File: config.mk
export PLATFORM = sky130hd
export DESIGN_NAME = ubt_top
export DESIGN_NICKNAME = d
export VERILOG_FILES = /design/src/shared/ubt_pkg.sv /design/src/design/ubt_top.sv
export VERILOG_INCLUDE_DIRS = /design/src /design/src/shared
export SDC_FILE = /design/constraint.sdc
export NUM_CORES = 1
export LEC_CHECK = 0
export CAP_MARGIN = 20
export CORE_ASPECT_RATIO = 0.5
export CORE_MARGIN = 2
export CORE_UTILIZATION = 62
export DETAILED_ROUTE_END_ITERATION = 16
export DONT_BUFFER_PORTS = 1
export PLACE_DENSITY = 0.78
export SYNTH_ARGS = -nofsm -noshare
export SYNTH_HDL_FRONTEND = slang
export SYNTH_SLANG_ARGS = --single-unit
export TNS_END_PERCENT = 100
File: constraint.sdc
create_clock -name pclk -period 3.15 [get_ports pclk]
set_input_delay 0.63 -clock pclk [delete_from_list [all_inputs] [get_ports pclk]]
set_output_delay 0.63 -clock pclk [all_outputs]
set_load 0.05 [all_outputs]
File: src/shared/ubt_consts.svh
`ifndef UBT_CONSTS_SVH
`define UBT_CONSTS_SVH

// Register byte offsets
`define UBT_OFF_CTRL   8'h00
`define UBT_OFF_DIV    8'h04
`define UBT_OFF_TXDATA 8'h08
`define UBT_OFF_RXDATA 8'h0c
`define UBT_OFF_STAT   8'h10

// Control register fields
`define UBT_CLKSEL_LSB 0
`define UBT_TPB_LSB    2
`define UBT_PAR_EN     5
`define UBT_PAR_ODD    6
`define UBT_STOP2      7
`define UBT_TX_EN      8
`define UBT_RX_EN      9

// Reset values
`define UBT_CTRL_RST   10'h000
`define UBT_DIV_RST    8'h00

// Down-count start values for 15, 16 and 17 ticks per bit
`define UBT_TOP15      5'h0e
`define UBT_TOP16      5'h0f
`define UBT_TOP17      5'h10

// Majority-vote window, down-count positions
`define UBT_SAMP_HI    5'h08
`define UBT_SAMP_LO    5'h06

// Data bits per frame, counted from frame bit 1
`define UBT_LAST_DATA  4'h8

`endif

File: src/shared/ubt_pkg.sv
package ubt_pkg;

    typedef enum logic [2:0] {
        TPB_16     = 3'b000,
        TPB_16_17  = 3'b001,
        TPB_15     = 3'b010,
        TPB_15_16  = 3'b011,
        TPB_17     = 3'b100
    } ubt_tpb_t;

    typedef enum logic [2:0] {
        PH_IDLE  = 3'b000,
        PH_START = 3'b001,
        PH_DATA  = 3'b010,
        PH_PAR   = 3'b011,
        PH_STOP1 = 3'b100,
        PH_STOP2 = 3'b101
    } ubt_phase_t;

    typedef struct packed {
        logic [2:0]  src_div;
        logic [7:0]  div_cnt;
        logic [1:0]  divider_clock_select;
        ubt_tpb_t    ticks_per_bit_code;
        logic        parity_enable_bit;
        logic        par_odd;
        logic        stop_length_select;
        logic        tx_en;
        logic        rx_en;
        logic [7:0]  baud_divider_value;
        ubt_phase_t  tx_ph;
        logic [4:0]  tx_cnt;
        logic [3:0]  tx_idx;
        logic [7:0]  tx_sh;
        logic        tx_par;
        logic        serial_out_line;
        ubt_phase_t  rx_ph;
        logic [4:0]  rx_cnt;
        logic [3:0]  rx_idx;
        logic [7:0]  rx_sh;
        logic [2:0]  rx_votes;
        logic        rx_prev;
        logic        rx_perr_pend;
        logic [7:0]  rx_data;
        logic        rx_valid;
        logic        rx_perr;
        logic        rx_ferr;
        logic [31:0] prdata;
    } ubt_state_t;

endpackage : ubt_pkg

File: src/design/ubt_top.sv
// How it works
// - Tick every divider-plus-one source pulses
// - Each bit lasts 15 to 17 ticks
// - Codes 000/010/100 give 16/15/17 ticks
// - Codes 001/011 alternate, start bit shorter
// - Receive starts on line falling edge
// - Down-count from 16/15/14 to zero
// - Vote three samples at 8,7,6
// - Vote positions fixed for any length
// - High start vote abandons the frame
// - Parity even/odd/off, one or two stops
//
// Design decisions made here: the register offsets and the APB register port.
`timescale 1ns/1ps
`default_nettype none
`include "ubt_consts.svh"

module ubt_fifo #(
    parameter int WIDTH = 8,
    parameter int DEPTH = 16
) (
    // Clock and reset
    input  wire logic             pclk,
    input  wire logic             presetn,
    // Fill side
    input  wire logic             in_valid,
    output logic                  in_ready,
    input  wire logic [WIDTH-1:0] in_data,
    // Drain side
    output logic                  out_valid,
    input  wire logic             out_ready,
    output logic [WIDTH-1:0]      out_data
);
    localparam int AW = $clog2(DEPTH);

    if (DEPTH < 2 || (DEPTH & (DEPTH - 1)) != 0) begin : g_bad_depth
        $error("ubt_fifo depth must be a power of two of at least 2");
    end

    logic [WIDTH-1:0] mem [DEPTH];
    logic [AW:0]      wr_reg;
    logic [AW:0]      rd_reg;

    // Extra pointer bit tells full from empty
    assign in_ready  = (wr_reg ^ rd_reg) != {1'b1, {AW{1'b0}}};
    assign out_valid = wr_reg != rd_reg;
    assign out_data  = mem[rd_reg[AW-1:0]];

    always_ff @(posedge pclk or negedge presetn) begin
        if (!presetn) begin
            wr_reg <= '0;
            rd_reg <= '0;
        end else begin
            if (in_valid && in_ready) begin
                wr_reg <= wr_reg + 1'b1;
            end
            if (out_valid && out_ready) begin
                rd_reg <= rd_reg + 1'b1;
            end
        end
    end

    always_ff @(posedge pclk) begin
        if (in_valid && in_ready) begin
            mem[wr_reg[AW-1:0]] <= in_data;
        end
    end
endmodule : ubt_fifo

module ubt_top #(
    parameter int TX_DEPTH = 16
) (
    // Clock and reset
    input  wire logic        pclk,
    input  wire logic        presetn,
    // APB slave
    input  wire logic        psel,
    input  wire logic        penable,
    input  wire logic        pwrite,
    input  wire logic [7:0]  paddr,
    input  wire logic [31:0] pwdata,
    output logic [31:0]      prdata,
    output logic             pready,
    output logic             pslverr,
    // Serial line
    input  wire logic        serial_in_line,
    output logic             serial_out_line
);
    ubt_pkg::ubt_state_t s_reg;
    ubt_pkg::ubt_state_t s_next;

    logic       src_pulse;
    logic       tick;
    logic       fall;
    logic       samp_en;
    logic       maj;
    logic       acc;
    logic       mapped;
    logic       tx_push;
    logic       tx_in_ready;
    logic       tx_out_valid;
    logic       tx_pop;
    logic [7:0] tx_data;

    function automatic logic [4:0] tick_top(ubt_pkg::ubt_tpb_t code, logic odd);
        unique case (code)
            ubt_pkg::TPB_16:    tick_top = `UBT_TOP16;
            ubt_pkg::TPB_16_17: tick_top = odd ? `UBT_TOP17 : `UBT_TOP16;
            ubt_pkg::TPB_15:    tick_top = `UBT_TOP15;
            ubt_pkg::TPB_15_16: tick_top = odd ? `UBT_TOP16 : `UBT_TOP15;
            ubt_pkg::TPB_17:    tick_top = `UBT_TOP17;
            default:            tick_top = `UBT_TOP16;
        endcase
    endfunction : tick_top

    function automatic ubt_pkg::ubt_phase_t next_ph(ubt_pkg::ubt_phase_t ph,
            logic [3:0] idx, logic par, logic two_stop);
        unique case (ph)
            ubt_pkg::PH_START: next_ph = ubt_pkg::PH_DATA;
            ubt_pkg::PH_DATA:  next_ph = idx != `UBT_LAST_DATA ? ubt_pkg::PH_DATA
                                       : par ? ubt_pkg::PH_PAR : ubt_pkg::PH_STOP1;
            ubt_pkg::PH_PAR:   next_ph = ubt_pkg::PH_STOP1;
            ubt_pkg::PH_STOP1: next_ph = two_stop ? ubt_pkg::PH_STOP2 : ubt_pkg::PH_IDLE;
            default:           next_ph = ubt_pkg::PH_IDLE;
        endcase
    endfunction : next_ph

    assign acc     = psel && penable;
    assign mapped  = paddr == `UBT_OFF_CTRL || paddr == `UBT_OFF_DIV
                  || paddr == `UBT_OFF_TXDATA || paddr == `UBT_OFF_RXDATA
                  || paddr == `UBT_OFF_STAT;
    assign tx_push = acc && pwrite && paddr == `UBT_OFF_TXDATA;
    // A full FIFO stalls the bus write rather than dropping the byte
    assign pready  = !(tx_push && !tx_in_ready);
    assign pslverr = acc && !mapped;
    assign prdata  = s_reg.prdata;
    assign serial_out_line = s_reg.serial_out_line;
    assign tx_pop  = s_reg.tx_en && s_reg.tx_ph == ubt_pkg::PH_IDLE && tick;
    assign fall    = s_reg.rx_prev && !serial_in_line;
    assign samp_en = tick && s_reg.rx_ph != ubt_pkg::PH_IDLE
                  && s_reg.rx_cnt <= `UBT_SAMP_HI && s_reg.rx_cnt >= `UBT_SAMP_LO;
    assign maj     = (s_reg.rx_votes[0] & s_reg.rx_votes[1])
                  | (s_reg.rx_votes[1] & s_reg.rx_votes[2])
                  | (s_reg.rx_votes[0] & s_reg.rx_votes[2]);

    ubt_fifo #(
        .WIDTH (8),
        .DEPTH (TX_DEPTH)
    ) u_tx_fifo (
        .pclk      (pclk),
        .presetn   (presetn),
        .in_valid  (tx_push),
        .in_ready  (tx_in_ready),
        .in_data   (pwdata[7:0]),
        .out_valid (tx_out_valid),
        .out_ready (tx_pop),
        .out_data  (tx_data)
    );

    // Tick from registered state only, keeps tx_pop out of a loop
    always_comb begin
        src_pulse = 1'b0;
        unique case (s_reg.divider_clock_select)
            2'h0: src_pulse = 1'b1;
            2'h1: src_pulse = s_reg.src_div[0];
            2'h2: src_pulse = &s_reg.src_div[1:0];
            2'h3: src_pulse = &s_reg.src_div;
        endcase
        tick = src_pulse && s_reg.div_cnt >= s_reg.baud_divider_value;
    end

    always_comb begin
        s_next = s_reg;

        s_next.src_div = s_reg.src_div + 3'h1;
        if (src_pulse) begin
            if (tick) begin
                s_next.div_cnt = 8'h00;
            end else begin
                s_next.div_cnt = s_reg.div_cnt + 8'h01;
            end
        end

        // Register access
        if (acc && pwrite && paddr == `UBT_OFF_CTRL) begin
            s_next.divider_clock_select = pwdata[`UBT_CLKSEL_LSB +: 2];
            s_next.ticks_per_bit_code   = ubt_pkg::ubt_tpb_t'(pwdata[`UBT_TPB_LSB +: 3]);
            s_next.parity_enable_bit    = pwdata[`UBT_PAR_EN];
            s_next.par_odd              = pwdata[`UBT_PAR_ODD];
            s_next.stop_length_select   = pwdata[`UBT_STOP2];
            s_next.tx_en                = pwdata[`UBT_TX_EN];
            s_next.rx_en                = pwdata[`UBT_RX_EN];
        end
        if (acc && pwrite && paddr == `UBT_OFF_DIV) begin
            s_next.baud_divider_value = pwdata[7:0];
        end
        if (psel && !penable && !pwrite) begin
            s_next.prdata = 32'h0000_0000;
            unique case (paddr)
                `UBT_OFF_CTRL: s_next.prdata[9:0] = {s_reg.rx_en, s_reg.tx_en,
                    s_reg.stop_length_select, s_reg.par_odd, s_reg.parity_enable_bit,
                    s_reg.ticks_per_bit_code, s_reg.divider_clock_select};
                `UBT_OFF_DIV:    s_next.prdata[7:0] = s_reg.baud_divider_value;
                `UBT_OFF_RXDATA: s_next.prdata[7:0] = s_reg.rx_data;
                `UBT_OFF_STAT:   s_next.prdata[5:0] = {s_reg.rx_ferr, s_reg.rx_perr,
                    s_reg.rx_valid, s_reg.tx_ph != ubt_pkg::PH_IDLE,
                    !tx_in_ready, !tx_out_valid};
                default: ;
            endcase
        end
        // Reading the data clears the flags; a new frame below wins
        if (acc && !pwrite && paddr == `UBT_OFF_RXDATA) begin
            s_next.rx_valid = 1'b0;
            s_next.rx_perr  = 1'b0;
            s_next.rx_ferr  = 1'b0;
        end

        // Transmitter, starts on a tick so the start bit is whole
        if (tx_pop && tx_out_valid) begin
            s_next.tx_ph  = ubt_pkg::PH_START;
            s_next.tx_idx = 4'h0;
            s_next.tx_cnt = tick_top(s_reg.ticks_per_bit_code, 1'b0);
            s_next.tx_sh  = tx_data;
            s_next.tx_par = ^tx_data ^ s_reg.par_odd;
            s_next.serial_out_line = 1'b0;
        end else if (tick && s_reg.tx_ph != ubt_pkg::PH_IDLE) begin
            if (s_reg.tx_cnt != 5'h00) begin
                s_next.tx_cnt = s_reg.tx_cnt - 5'h01;
            end else begin
                s_next.tx_ph  = next_ph(s_reg.tx_ph, s_reg.tx_idx,
                    s_reg.parity_enable_bit, s_reg.stop_length_select);
                s_next.tx_idx = s_reg.tx_idx + 4'h1;
                s_next.tx_cnt = tick_top(s_reg.ticks_per_bit_code, !s_reg.tx_idx[0]);
                if (s_reg.tx_ph == ubt_pkg::PH_DATA) begin
                    s_next.tx_sh = {1'b0, s_reg.tx_sh[7:1]};
                end
                unique case (s_next.tx_ph)
                    ubt_pkg::PH_DATA: s_next.serial_out_line = s_next.tx_sh[0];
                    ubt_pkg::PH_PAR:  s_next.serial_out_line = s_reg.tx_par;
                    default:          s_next.serial_out_line = 1'b1;
                endcase
            end
        end

        // Receiver
        s_next.rx_prev = serial_in_line;
        if (s_reg.rx_ph == ubt_pkg::PH_IDLE) begin
            if (s_reg.rx_en && fall) begin
                s_next.rx_ph    = ubt_pkg::PH_START;
                s_next.rx_idx   = 4'h0;
                s_next.rx_cnt   = tick_top(s_reg.ticks_per_bit_code, 1'b0);
                s_next.rx_votes = 3'h0;
            end
        end else if (tick) begin
            if (samp_en) begin
                s_next.rx_votes = {s_reg.rx_votes[1:0], serial_in_line};
            end
            if (s_reg.rx_cnt != 5'h00) begin
                s_next.rx_cnt = s_reg.rx_cnt - 5'h01;
            end else begin
                s_next.rx_ph  = next_ph(s_reg.rx_ph, s_reg.rx_idx,
                    s_reg.parity_enable_bit, 1'b0);
                s_next.rx_idx = s_reg.rx_idx + 4'h1;
                s_next.rx_cnt = tick_top(s_reg.ticks_per_bit_code, !s_reg.rx_idx[0]);
                unique case (s_reg.rx_ph)
                    ubt_pkg::PH_START: if (maj) s_next.rx_ph = ubt_pkg::PH_IDLE;
                    ubt_pkg::PH_DATA:  s_next.rx_sh = {maj, s_reg.rx_sh[7:1]};
                    ubt_pkg::PH_PAR:   s_next.rx_perr_pend = maj ^ (^s_reg.rx_sh) ^ s_reg.par_odd;
                    default: begin
                        // Second stop bit needs no check; line is idle high
                        s_next.rx_data  = s_reg.rx_sh;
                        s_next.rx_valid = 1'b1;
                        s_next.rx_ferr  = !maj;
                        s_next.rx_perr  = s_reg.parity_enable_bit && s_reg.rx_perr_pend;
                    end
                endcase
            end
        end
    end

    always_ff @(posedge pclk or negedge presetn) begin
        if (!presetn) begin
            s_reg <= '{
                ticks_per_bit_code: ubt_pkg::TPB_16,
                tx_ph:              ubt_pkg::PH_IDLE,
                rx_ph:              ubt_pkg::PH_IDLE,
                baud_divider_value: `UBT_DIV_RST,
                serial_out_line:    1'b1,
                rx_prev:            1'b1,
                default:            '0
            };
        end else begin
            s_reg <= s_next;
        end
    end
endmodule : ubt_top

`default_nettype wire

==> summary.txt, run 1 <==
GRT
  – Grt total ovfl: 0
  – Largest net degree at the start of global routing: 107
  – First-pass GRT wire length: 35.0 mm
  – Vias in the first global route: 6465
  – Initial antenna violation count: 0
  – Gr usage total: 24.5%

Floorplanning
  – Die X: 191 um
  – Height of the die: 97.5 um
  – Initial core utilization: 62.9%
  – Core area: 0.0172 mm^2
  – # IOs: 81
  – Die ar.: 0.0186 mm^2
  – Std-Cell Rows: 34

Drt
  – Antenna Nets Post-Route: 0
  – DRC: 0
  – Drt wl/cell: 20.4 um
  – Final WL: 21.9 mm
  – TritonRoute pass-1 iters: 5
  – Via/cell ratio: 6.05
  – Met2 wire len: 10.5 mm
  – Met1 wire length: 9.37 mm
  – 1st-iter DRT viols: 537
  – Met3 wire len: 1.47 mm
  – Top sig layer: met4
  – Vias: 6487

Critical path
  – CP max FO: 14
  – Most Frequent Cell on Critical Path: buf_4
  – CP Launch Type: flop
  – WP depth: 6
  – Max incr delay on CP: 0.57 ns
  – Worst path cell trace: xor2_1 -> nor4_1 -> buf_4 -> nor2b_1 -> nand2_1 -> buf_4
  – Worst reg2reg path endpoint: s_reg[40]
  – R2R Path Start: s_reg[108]
  – CP max stage cell: dfrtp_2
  – CP Data Arrival Time: 2.30 ns
  – R2R depth: 11
  – Worst Path Buf+Inv: 2
  – Critical Path RT: 2.52 ns
  – Top delay family on crit path: simple AND/OR/NAND/NOR gates
  – Crit Path Class: flop to output pin
  – R2R Setup Slk: 0.29 ns
  – Setup crit end kind: output pin

Final layout
  – Fillers: 1163
  – Max FFs per register: 128
  – Footprint of the multi-input gates: 0.00390 mm^2
  – # diodes: 0
  – Final instance area: 0.0119 mm^2
  – Final std cells w/o fill: 1072
  – Layout cells sized above 1: 16.5%
  – Nets@finish: 892
  – Register area: 0.00653 mm^2
  – Post-layout util: 69.1%
  – Area Overhead vs Synth: 9.78%

Synth
  – Post-synthesis cell count: 802
  – Top cells by area, synth: edfxtp_1 (35%), dfrtp_1 (24%), mux4_2 (5.4%)
  – Dominant synthesized flop cell: edfxtp_1
  – Mapped Area: 0.0108 mm^2
  – FFs w/ async S/R, synth: 45.5%
  – Synth top area share: 35.5%
  – Number of library cell types mapped by synthesis: 63
  – Largest area contributor in the netlist: edfxtp_1
  – Syn Area/Cell: 13.5 um^2
  – Yosys Warn Count: 0
  – Register area share after synthesis: 60.2%
  – Post-synth EDFFs: 128
  – Yosys reg bits: 235
  – Count leader, synth: edfxtp_1
  – Top cells by count, synth: edfxtp_1 (128), dfrtp_1 (105), nand2_1 (81)

Placed design
  – IO Port Bufs: 0
  – Cells after DPL: 1032
  – Placed Area: 0.0111 mm^2
  – Post-detail-place hpwl: 14.4 mm
  – Routability cong.: 0.849

Power and ir drop
  – Pint: 5.01 mW
  – Sw power: 1.36 mW
  – Pwr Total: 6.37 mW
  – Worst VDD drop: 0.400 mV
  – P_leak: 4.86 nW
  – Sequential power share: 53.0%
  – Clock power share: 42.3%
  – Combinational share of power: 4.7%
  – Sw frac: 21.4%
  – Power per Cell Area: 535 mW/mm^2

CTS
  – CTS tree: yes
  – Sink Count: 235
  – Clock slew at reported path FFs: 0.07 ns
  – CTS Buffer Depth: 3
  – Worst skew pair latency: 0.50 ns
  – H-tree Lvls: 1
  – CTS Buf Count: 21
  – Clock root cell: clkbuf_16

STA
  – RSZ-0062 raised after global routing: false
  – Period utilization: 93.1%
  – Period minus WS final: 2.93 ns
  – Slew Limit Fails: 0
  – Final hold vios: 0
  – Final setup skew: 0.00836 ns
  – Maximum achievable frequency: 341 MHz
  – Setup violations, final: 0
  – Setup TNS: 0 ns
  – Max transition margin: 41.5%
  – Worst Tran Pin Value: 0.875 ns

Min path
  – Hold Path Class: primary input to async pin

Outcome
  – Run status: completed

Job
  – Max_cap viols: 0
[worst max path at each step]
stage	start	endpoint
final	u_tx_fifo.rd_reg[0]	pready
after detailed placement	s_reg[108]	s_reg[81]
after global placement	s_reg[108]	s_reg[36]
after floorplan	paddr[1]	u_tx_fifo.mem[4][0]
after global routing	s_reg[108]	u_tx_fifo.rd_reg[3]
after CTS	s_reg[108]	s_reg[81]
[final cells by class]
class / instances / area share (%)
sequential: 235 / 54.8
inverter: 31 / 0.978
multi-input combinational: 494 / 32.8
timing repair buffer: 40 / 2.82
tap: 234 / 2.46
clock buffer: 31 / 5.15
clock inverter: 7 / 0.946
[kinds of logic (layout without fill, tap and decap cells)]
kind of cell	Yosys count	in the layout	synth area share, %
compound gates	124	124	7.91
xor+xnor	38	38	3.14
fa+ha+maj	24	24	2.75
buf+inv	94	109	4.66
flops	235	235	60.2
mux	82	82	12.2
other cells	1	22	0.0346
simple gates	204	204	9.06
[timing repair]
action                                  in CTS  in global routing
endpoints found under the setup margin       0                  2
setup buffers                                0                  0
hold buffers                                 2                  0
hold endpoints to repair                   106                  0
gates resized for setup                      0                  2
[power by group through the flow]
stage | Clock [mW] | Combinational, mW | Sequential [mW]
final | 2.69 | 0.299 | 3.38
after global routing | 2.86 | 0.344 | 3.38
after CTS | 2.74 | 0.300 | 3.37
after detailed placement | 0 | 0.258 | 3.44
after global placement | 0 | 0.246 | 3.43
after floorplan | 0 | 0.248 | 3.41
[metrics by stage]
stage | hold WS (ns) | worst slack, ns
finish | 0.0501 | 0.217
floorplan | 0.334 | 0.409
global placement | 0.345 | 0.329
CTS | 0.0845 | 0.177
global route | 0.0934 | 0.108
detailed placement | 0.346 | 0.196
[per-layer routing]
layer	track usage, %	up-vias
met5	0	-
met2	39.3	230
met4	6.56	0
li1	-	2954
met3	5.38	38
met1	34.3	3265
[placed cells by master, fill, tap and decap left out, drive strengths merged, types with 15 or more instances in the layout]
| cell type | n |
|---|---|
| a21oi | 17 |
| buf | 39 |
| clkbuf | 31 |
| conb | 22 |
| dfrtp | 105 |
| edfxtp | 128 |
| ha | 23 |
| inv | 32 |
| mux2 | 28 |
| mux2i | 19 |
| mux4 | 35 |
| nand2 | 81 |
| nand3 | 19 |
| nor2 | 31 |
| nor3 | 15 |
| o21ai | 44 |
| xnor2 | 25 |
Power figures use the tool's default switching activity.
==> run 2: changes to the inputs <==
--- a/config.mk
+++ b/config.mk
@@ -13,6 +13,7 @@
 export DETAILED_ROUTE_END_ITERATION = 16
 export DONT_BUFFER_PORTS = 1
 export PLACE_DENSITY = 0.78
+export REMOVE_ABC_BUFFERS = 1
 export SYNTH_ARGS = -nofsm -noshare
 export SYNTH_HDL_FRONTEND = slang
 export SYNTH_SLANG_ARGS = --single-unit
==> summary.txt, run 2 (synthesis results as in run 1) <==
Outcome
  – Run status: completed

GRT
  – First-pass GRT wire length: 34.8 mm (-0.45%)
  – Vias in the first global route: 6564 (+1.5%)
  – Largest net degree at the start of global routing: 108 (+0.93%)
  – Gr usage total: 24.3% (-0.22 points)
  – Initial antenna violation count: 0 (unchanged)
  – Grt total ovfl: 0 (unchanged)

Drt
  – DRC: 0 (unchanged)
  – Drt wl/cell: 20.4 um (-0.21%)
  – TritonRoute pass-1 iters: 5 (unchanged)
  – Antenna Nets Post-Route: 0 (unchanged)
  – Final WL: 21.8 mm (-0.30%)
  – Vias: 6556 (+1.1%)
  – Via/cell ratio: 6.12 (+1.2%)
  – 1st-iter DRT viols: 484 (-9.9%)

Floorplanning
  – # IOs: 81 (unchanged)
  – Die ar.: 0.0186 mm^2 (unchanged)
  – Height of the die: 97.5 um (unchanged)
  – Std-Cell Rows: 34 (unchanged)
  – Core area: 0.0172 mm^2 (unchanged)
  – Die X: 191 um (unchanged)
  – Initial core utilization: 62.9% (unchanged)

Critical path
  – CP Launch Type: flop
  – CP max FO: 9 (-5)
  – CP Data Arrival Time: 2.28 ns (-0.02 ns)
  – Setup crit end kind: output pin
  – Critical Path RT: 2.52 ns (about the same)
  – Crit Path Class: flop to output pin

STA
  – RSZ-0062 raised after global routing: false
  – Period minus WS final: 2.91 ns (-0.0198 ns)
  – Final hold vios: 0 (unchanged)
  – Slew Limit Fails: 0 (unchanged)
  – Max transition margin: 43.0% (+1.6 points)
  – Setup violations, final: 0 (unchanged)
  – Worst Tran Pin Value: 0.851 ns (-0.0236 ns)
  – Period utilization: 92.5% (-0.63 points)
  – Final setup skew: 0.0184 ns (+0.0101 ns)
  – Maximum achievable frequency: 343 MHz (+0.68%)

Power and ir drop
  – Worst VDD drop: 0.372 mV (-7.0%)
  – P_leak: 4.82 nW (-0.71%)
  – Power per Cell Area: 521 mW/mm^2 (-2.8%)
  – Pwr Total: 6.15 mW (-3.4%)

CTS
  – Clock slew at reported path FFs: 0.07 ns (about the same)
  – Sink Count: 235 (unchanged)
  – CTS tree: yes
  – CTS Buffer Depth: 3 (unchanged)
  – Clock root cell: clkbuf_16
  – Setup repair bufs after CTS: 0 (unchanged)
  – H-tree Lvls: 1 (unchanged)
  – Worst skew pair latency: 0.51 ns (about the same)
  – CTS Buf Count: 21 (unchanged)

Placed design
  – Routability cong.: 0.844 (-0.60%)
  – Post-detail-place hpwl: 14.8 mm (+2.9%)
  – IO Port Bufs: 0 (unchanged)
  – Cells after DPL: 1032 (unchanged)

Job
  – Max_cap viols: 0 (unchanged)

Final layout
  – Max FFs per register: 128 (unchanged)
  – Final std cells w/o fill: 1071 (-0.093%)
  – Area Overhead vs Synth: 9.09%
  – Layout cells sized above 1: 16.1% (-0.34 points)
  – Nets@finish: 891 (-0.11%)
  – Commonest cells after routing, fill and taps aside: edfxtp_1 (128), dfrtp_1 (104), nand2_1 (81), o21ai_0 (42), buf_4 (37)
  – # diodes: 0 (unchanged)
  – Commonest non-fill, non-tap cell in the layout: edfxtp_1
  – Post-layout util: 68.6% (-0.44 points)
  – Fillers: 1155 (-0.69%)

Min path
  – Hold Path Class: primary input to async pin
==> run 2: cell count changes in the layout (fill, tap and decap cells not counted), sizes merged <==
cell         change
dlygate4sd3      -1
bufinv           -3
clkbuf           +3
==> run 2: area by class of cell <==
class / count / area (um^2) / area share (%)
Clock buffer: 34 / 646 / 5.46
Clock inverter: 4 / 23.8 / 0.201
Inverter: 31 / 116 / 0.984
Multi-Input combinational cell: 494 / 3890 / 32.9
Sequential cell: 235 / 6530 / 55.2
Tap cell: 234 / 293 / 2.48
Timing Repair Buffer: 39 / 325 / 2.75
==> run 2: path summary, 6_finish.rpt <==
path                                     start                   to  slack, ns  cells after the start
max in group asynchronous              presetn            s_reg[44]       2.66                      1
min                                    presetn  u_tx_fifo.rd_reg[1]       0.07                      1
min in group pclk               serial_in_line            s_reg[44]       0.14                      0
max                        u_tx_fifo.wr_reg[3]               pready       0.24                      6
max reg2reg                         s_reg[108]            s_reg[51]       0.35                     11
min reg2reg                         s_reg[116]           s_reg[116]       0.47                      1
==> run 2: repair_timing <==
action                                  CTS  global route
endpoints found under the hold margin   107             0
gates resized for setup                   0             0
hold buffers                              1             0
endpoints found under the setup margin    0             0
==> run 2: where the power goes <==
group / switching (mW) / total [mW] / leakage, nW / internal (mW)
Combinational: 0.199 / 0.306 / 2.00 / 0.108
Sequential: 0.0728 / 3.38 / 2.49 / 3.30
Clock: 1.06 / 2.47 / 0.332 / 1.41
==> run 2: metal layers <==
metal | up-vias | routed length [um] | GRT usage [%]
met3 | 31 | 1630 | 3.86
met2 | 260 | 10600 | 40.9
met5 | - | 0 | 0
li1 | 2958 | - | -
met4 | 0 | 396 | 5.55
met1 | 3307 | 9180 | 33.7
==> run 2: per-stage QoR <==
step	cell area (um^2)	hold slack [ns]	setup WS (ns)	TNS (ns)
after detailed placement	11100	0.341	0.223	0
final	11800	0.0665	0.236	0
after global placement	11100	0.341	0.256	0
after CTS	11800	0.0815	0.238	0
after global routing	11800	0.111	0.0372	0
after floorplan	10500	0.334	-0.270	-6.49
==> run 2: worst max-delay path: stages (launching register included) <==
cell     delay, ns
dfrtp_1       0.52
xor2_1        0.20
nor4_1        0.37
buf_4         0.21
nor2b_1       0.20
nand2_1       0.07
buf_4         0.19
==> run 3: changes to the inputs <==
==> constraint.sdc (replaced) <==
create_clock -name pclk -period 3.15 [get_ports pclk]
set_input_delay 0.1575 -clock pclk [delete_from_list [all_inputs] [get_ports pclk]]
set_output_delay 0.1575 -clock pclk [all_outputs]
set_load 0.05 [all_outputs]
==> summary.txt, run 3 (synthesis results as in run 1) <==
GRT
  – Grt total ovfl: 0 (unchanged)
  – Initial antenna violation count: 0 (unchanged)
  – Largest net degree at the start of global routing: 108 (unchanged)
  – Gr usage total: 24.4% (+0.083 points)
  – First-pass GRT wire length: 34.9 mm (+0.40%)
  – Vias in the first global route: 6560 (-0.061%)

Final layout
  – Post-layout util: 69.2% (+0.62 points)
  – Fillers: 1142 (-1.1%)
  – # diodes: 0 (unchanged)
  – Commonest cells after routing, fill and taps aside: edfxtp_1 (128), dfrtp_1 (104), nand2_1 (81), o21ai_0 (42), buf_4 (32)
  – Final instance area: 0.0119 mm^2 (+0.90%)
  – Max FFs per register: 128 (unchanged)
  – Footprint of the multi-input gates: 0.00389 mm^2 (unchanged)
  – Area Overhead vs Synth: 10.1%
  – Nets@finish: 899 (+0.90%)
  – Final std cells w/o fill: 1079 (+0.75%)
  – Register area: 0.00653 mm^2 (unchanged)
  – Layout cells sized above 1: 15.3% (-0.86 points)
  – Commonest non-fill, non-tap cell in the layout: edfxtp_1

Placed design
  – Cells after DPL: 1027 (-0.48%)
  – Routability cong.: 0.835 (-1.1%)
  – Post-detail-place hpwl: 14.5 mm (-1.7%)
  – Placed Area: 0.0111 mm^2 (-0.34%)
  – IO Port Bufs: 0 (unchanged)
  – Dpl ws: 0.343 ns (+0.121 ns)

Critical path
  – CP max stage cell: dfrtp_2
  – Origin of the worst setup path: u_tx_fifo.rd_reg[0]
  – CP Launch Type: flop
  – Crit Path Class: flop to flop
  – R2R Path Start: u_tx_fifo.rd_reg[0]
  – Setup crit end kind: flop
  – CP max FO: 14 (+5)
  – Most Frequent Cell on Critical Path: nor2b_1
  – Critical Path RT: 3.29 ns (+0.77 ns)
  – Worst path cell trace: xor2_1 -> nor4_1 -> nor2b_1 -> nor2b_1 -> nor3b_1 -> and2_1
  – Top delay family on crit path: simple AND/OR/NAND/NOR gates
  – Max incr delay on CP: 0.69 ns (+0.17 ns)
  – CP Data Arrival Time: 3.00 ns (+0.72 ns)
  – Worst Path Buf+Inv: 0 (-2)

STA
  – Setup violations, final: 0 (unchanged)
  – WHS: 0.00565 ns (-0.0608 ns)
  – PnR worst setup slack: 0.289 ns (+0.0524 ns)
  – RSZ-0062 raised after global routing: false
  – Final hold vios: 0 (unchanged)
  – Final setup skew: 0.00971 ns (-0.00873 ns)
  – Maximum achievable frequency: 349 MHz (+1.8%)
  – Max transition margin: 45.1% (+2.1 points)
  – Setup TNS: 0 ns (unchanged)
  – Period utilization: 90.8% (-1.7 points)
  – Worst Tran Pin Value: 0.820 ns (-0.0307 ns)
  – Slew Limit Fails: 0 (unchanged)
  – Period minus WS final: 2.86 ns (-0.0524 ns)

Floorplanning
  – Std-Cell Rows: 34 (unchanged)
  – Core area: 0.0172 mm^2 (unchanged)
  – Die X: 191 um (unchanged)
  – Height of the die: 97.5 um (unchanged)
  – Initial core utilization: 62.9% (unchanged)
  – Die ar.: 0.0186 mm^2 (unchanged)
  – # IOs: 81 (unchanged)

CTS
  – CTS tree: yes
  – Sink Count: 235 (unchanged)
  – H-tree Lvls: 1 (unchanged)
  – CTS Buffer Depth: 3 (unchanged)
  – Clock slew at reported path FFs: 0.06 ns (about the same)
  – Clock root cell: clkbuf_16
  – Setup repair bufs after CTS: 0 (unchanged)
  – CTS Buf Count: 21 (unchanged)
  – Worst skew pair latency: 0.50 ns (about the same)

Drt
  – Antenna Nets Post-Route: 0 (unchanged)
  – Via/cell ratio: 6.13 (+0.20%)
  – TritonRoute pass-1 iters: 5 (unchanged)
  – Vias: 6618 (+0.95%)
  – 1st-iter DRT viols: 498 (+2.9%)
  – Final WL: 21.7 mm (-0.52%)
  – Drt wl/cell: 20.1 um (-1.3%)
  – DRC: 0 (unchanged)

Min path
  – HP Start: serial_in_line
  – Hold Path Class: primary input to flop

Job
  – Max_cap viols: 0 (unchanged)

Power and ir drop
  – Sequential power share: 53.8% (-1.1 points)
  – Sw frac: 22.1% (+0.42 points)
  – P_leak: 4.85 nW (+0.60%)
  – Power per Cell Area: 526 mW/mm^2 (+0.99%)
  – Worst VDD drop: 0.405 mV (+8.9%)
  – Pwr Total: 6.27 mW (+1.9%)
  – Combinational share of power: 5.3% (+0.3 points)
  – Sw power: 1.39 mW (+3.9%)
  – Clock power share: 40.8% (+0.7 points)
  – Pint: 4.88 mW (+1.4%)

Outcome
  – Run status: completed
-- run 3: cell types whose count changed in the layout (fill, tap and decap cells not counted), sizes merged --
cell / previous run / this run
clkinv: 3 / 6
clkinvlp: 0 / 1
buf: 39 / 34
dlygate4sd3: 0 / 13
clkbuf: 34 / 28
bufinv: 0 / 2
-- run 3: tightest hold or removal path: stages --
cell and delay [ns]:
nor3_1 0.03, buf_4 0.15, nand2_1 0.06, a31oi_1 0.07
-- run 3: path summary, 6_finish.rpt --
kind                                        to  slack (ns)  cells after the start
max                        u_tx_fifo.mem[2][2]        0.29                      6
min                                  s_reg[60]       0.006                      4
max reg2reg                u_tx_fifo.mem[2][2]        0.29                      6
min reg2reg                         s_reg[117]        0.47                      1
max in group asynchronous            s_reg[44]        2.45                      2
min in group asynchronous            s_reg[75]        0.30                      2
-- run 3: metal layers --
layer / GRT usage [%] / share of wire [%] / vias up
li1: - / - / 2975
met1: 34.7 / 44 / 3382
met2: 39.7 / 48 / 223
met3: 4.08 / 5.9 / 38
met4: 5.78 / 2.0 / 0
met5: 0 / 0 / -
-- run 3: repair_timing --
| item | in CTS | in global routing |
|---|---|---|
| endpoints found under the hold margin | 258 | 0 |
| gates resized for setup | 0 | 0 |
| endpoints found under the setup margin | 0 | 0 |
| hold buffers | 14 | 0 |
-- run 3: final cells by class --
type	instances	share of cell area, %
Clock buffer	28	4.88
Timing Repair Buffer	47	3.50
Multi-Input combinational cell	494	32.6
Tap cell	234	2.45
Sequential cell	235	54.7
Inverter	31	0.975
Clock inverter	10	0.850
-- run 3: power groups by stage --
stage	clock network, mW	registers (mW)	logic [mW]
detailed placement	0	3.44	0.257
finish	2.56	3.38	0.335
CTS	2.58	3.37	0.337
floorplan	0	3.42	0.223
global route	2.73	3.38	0.386
global placement	0	3.43	0.245
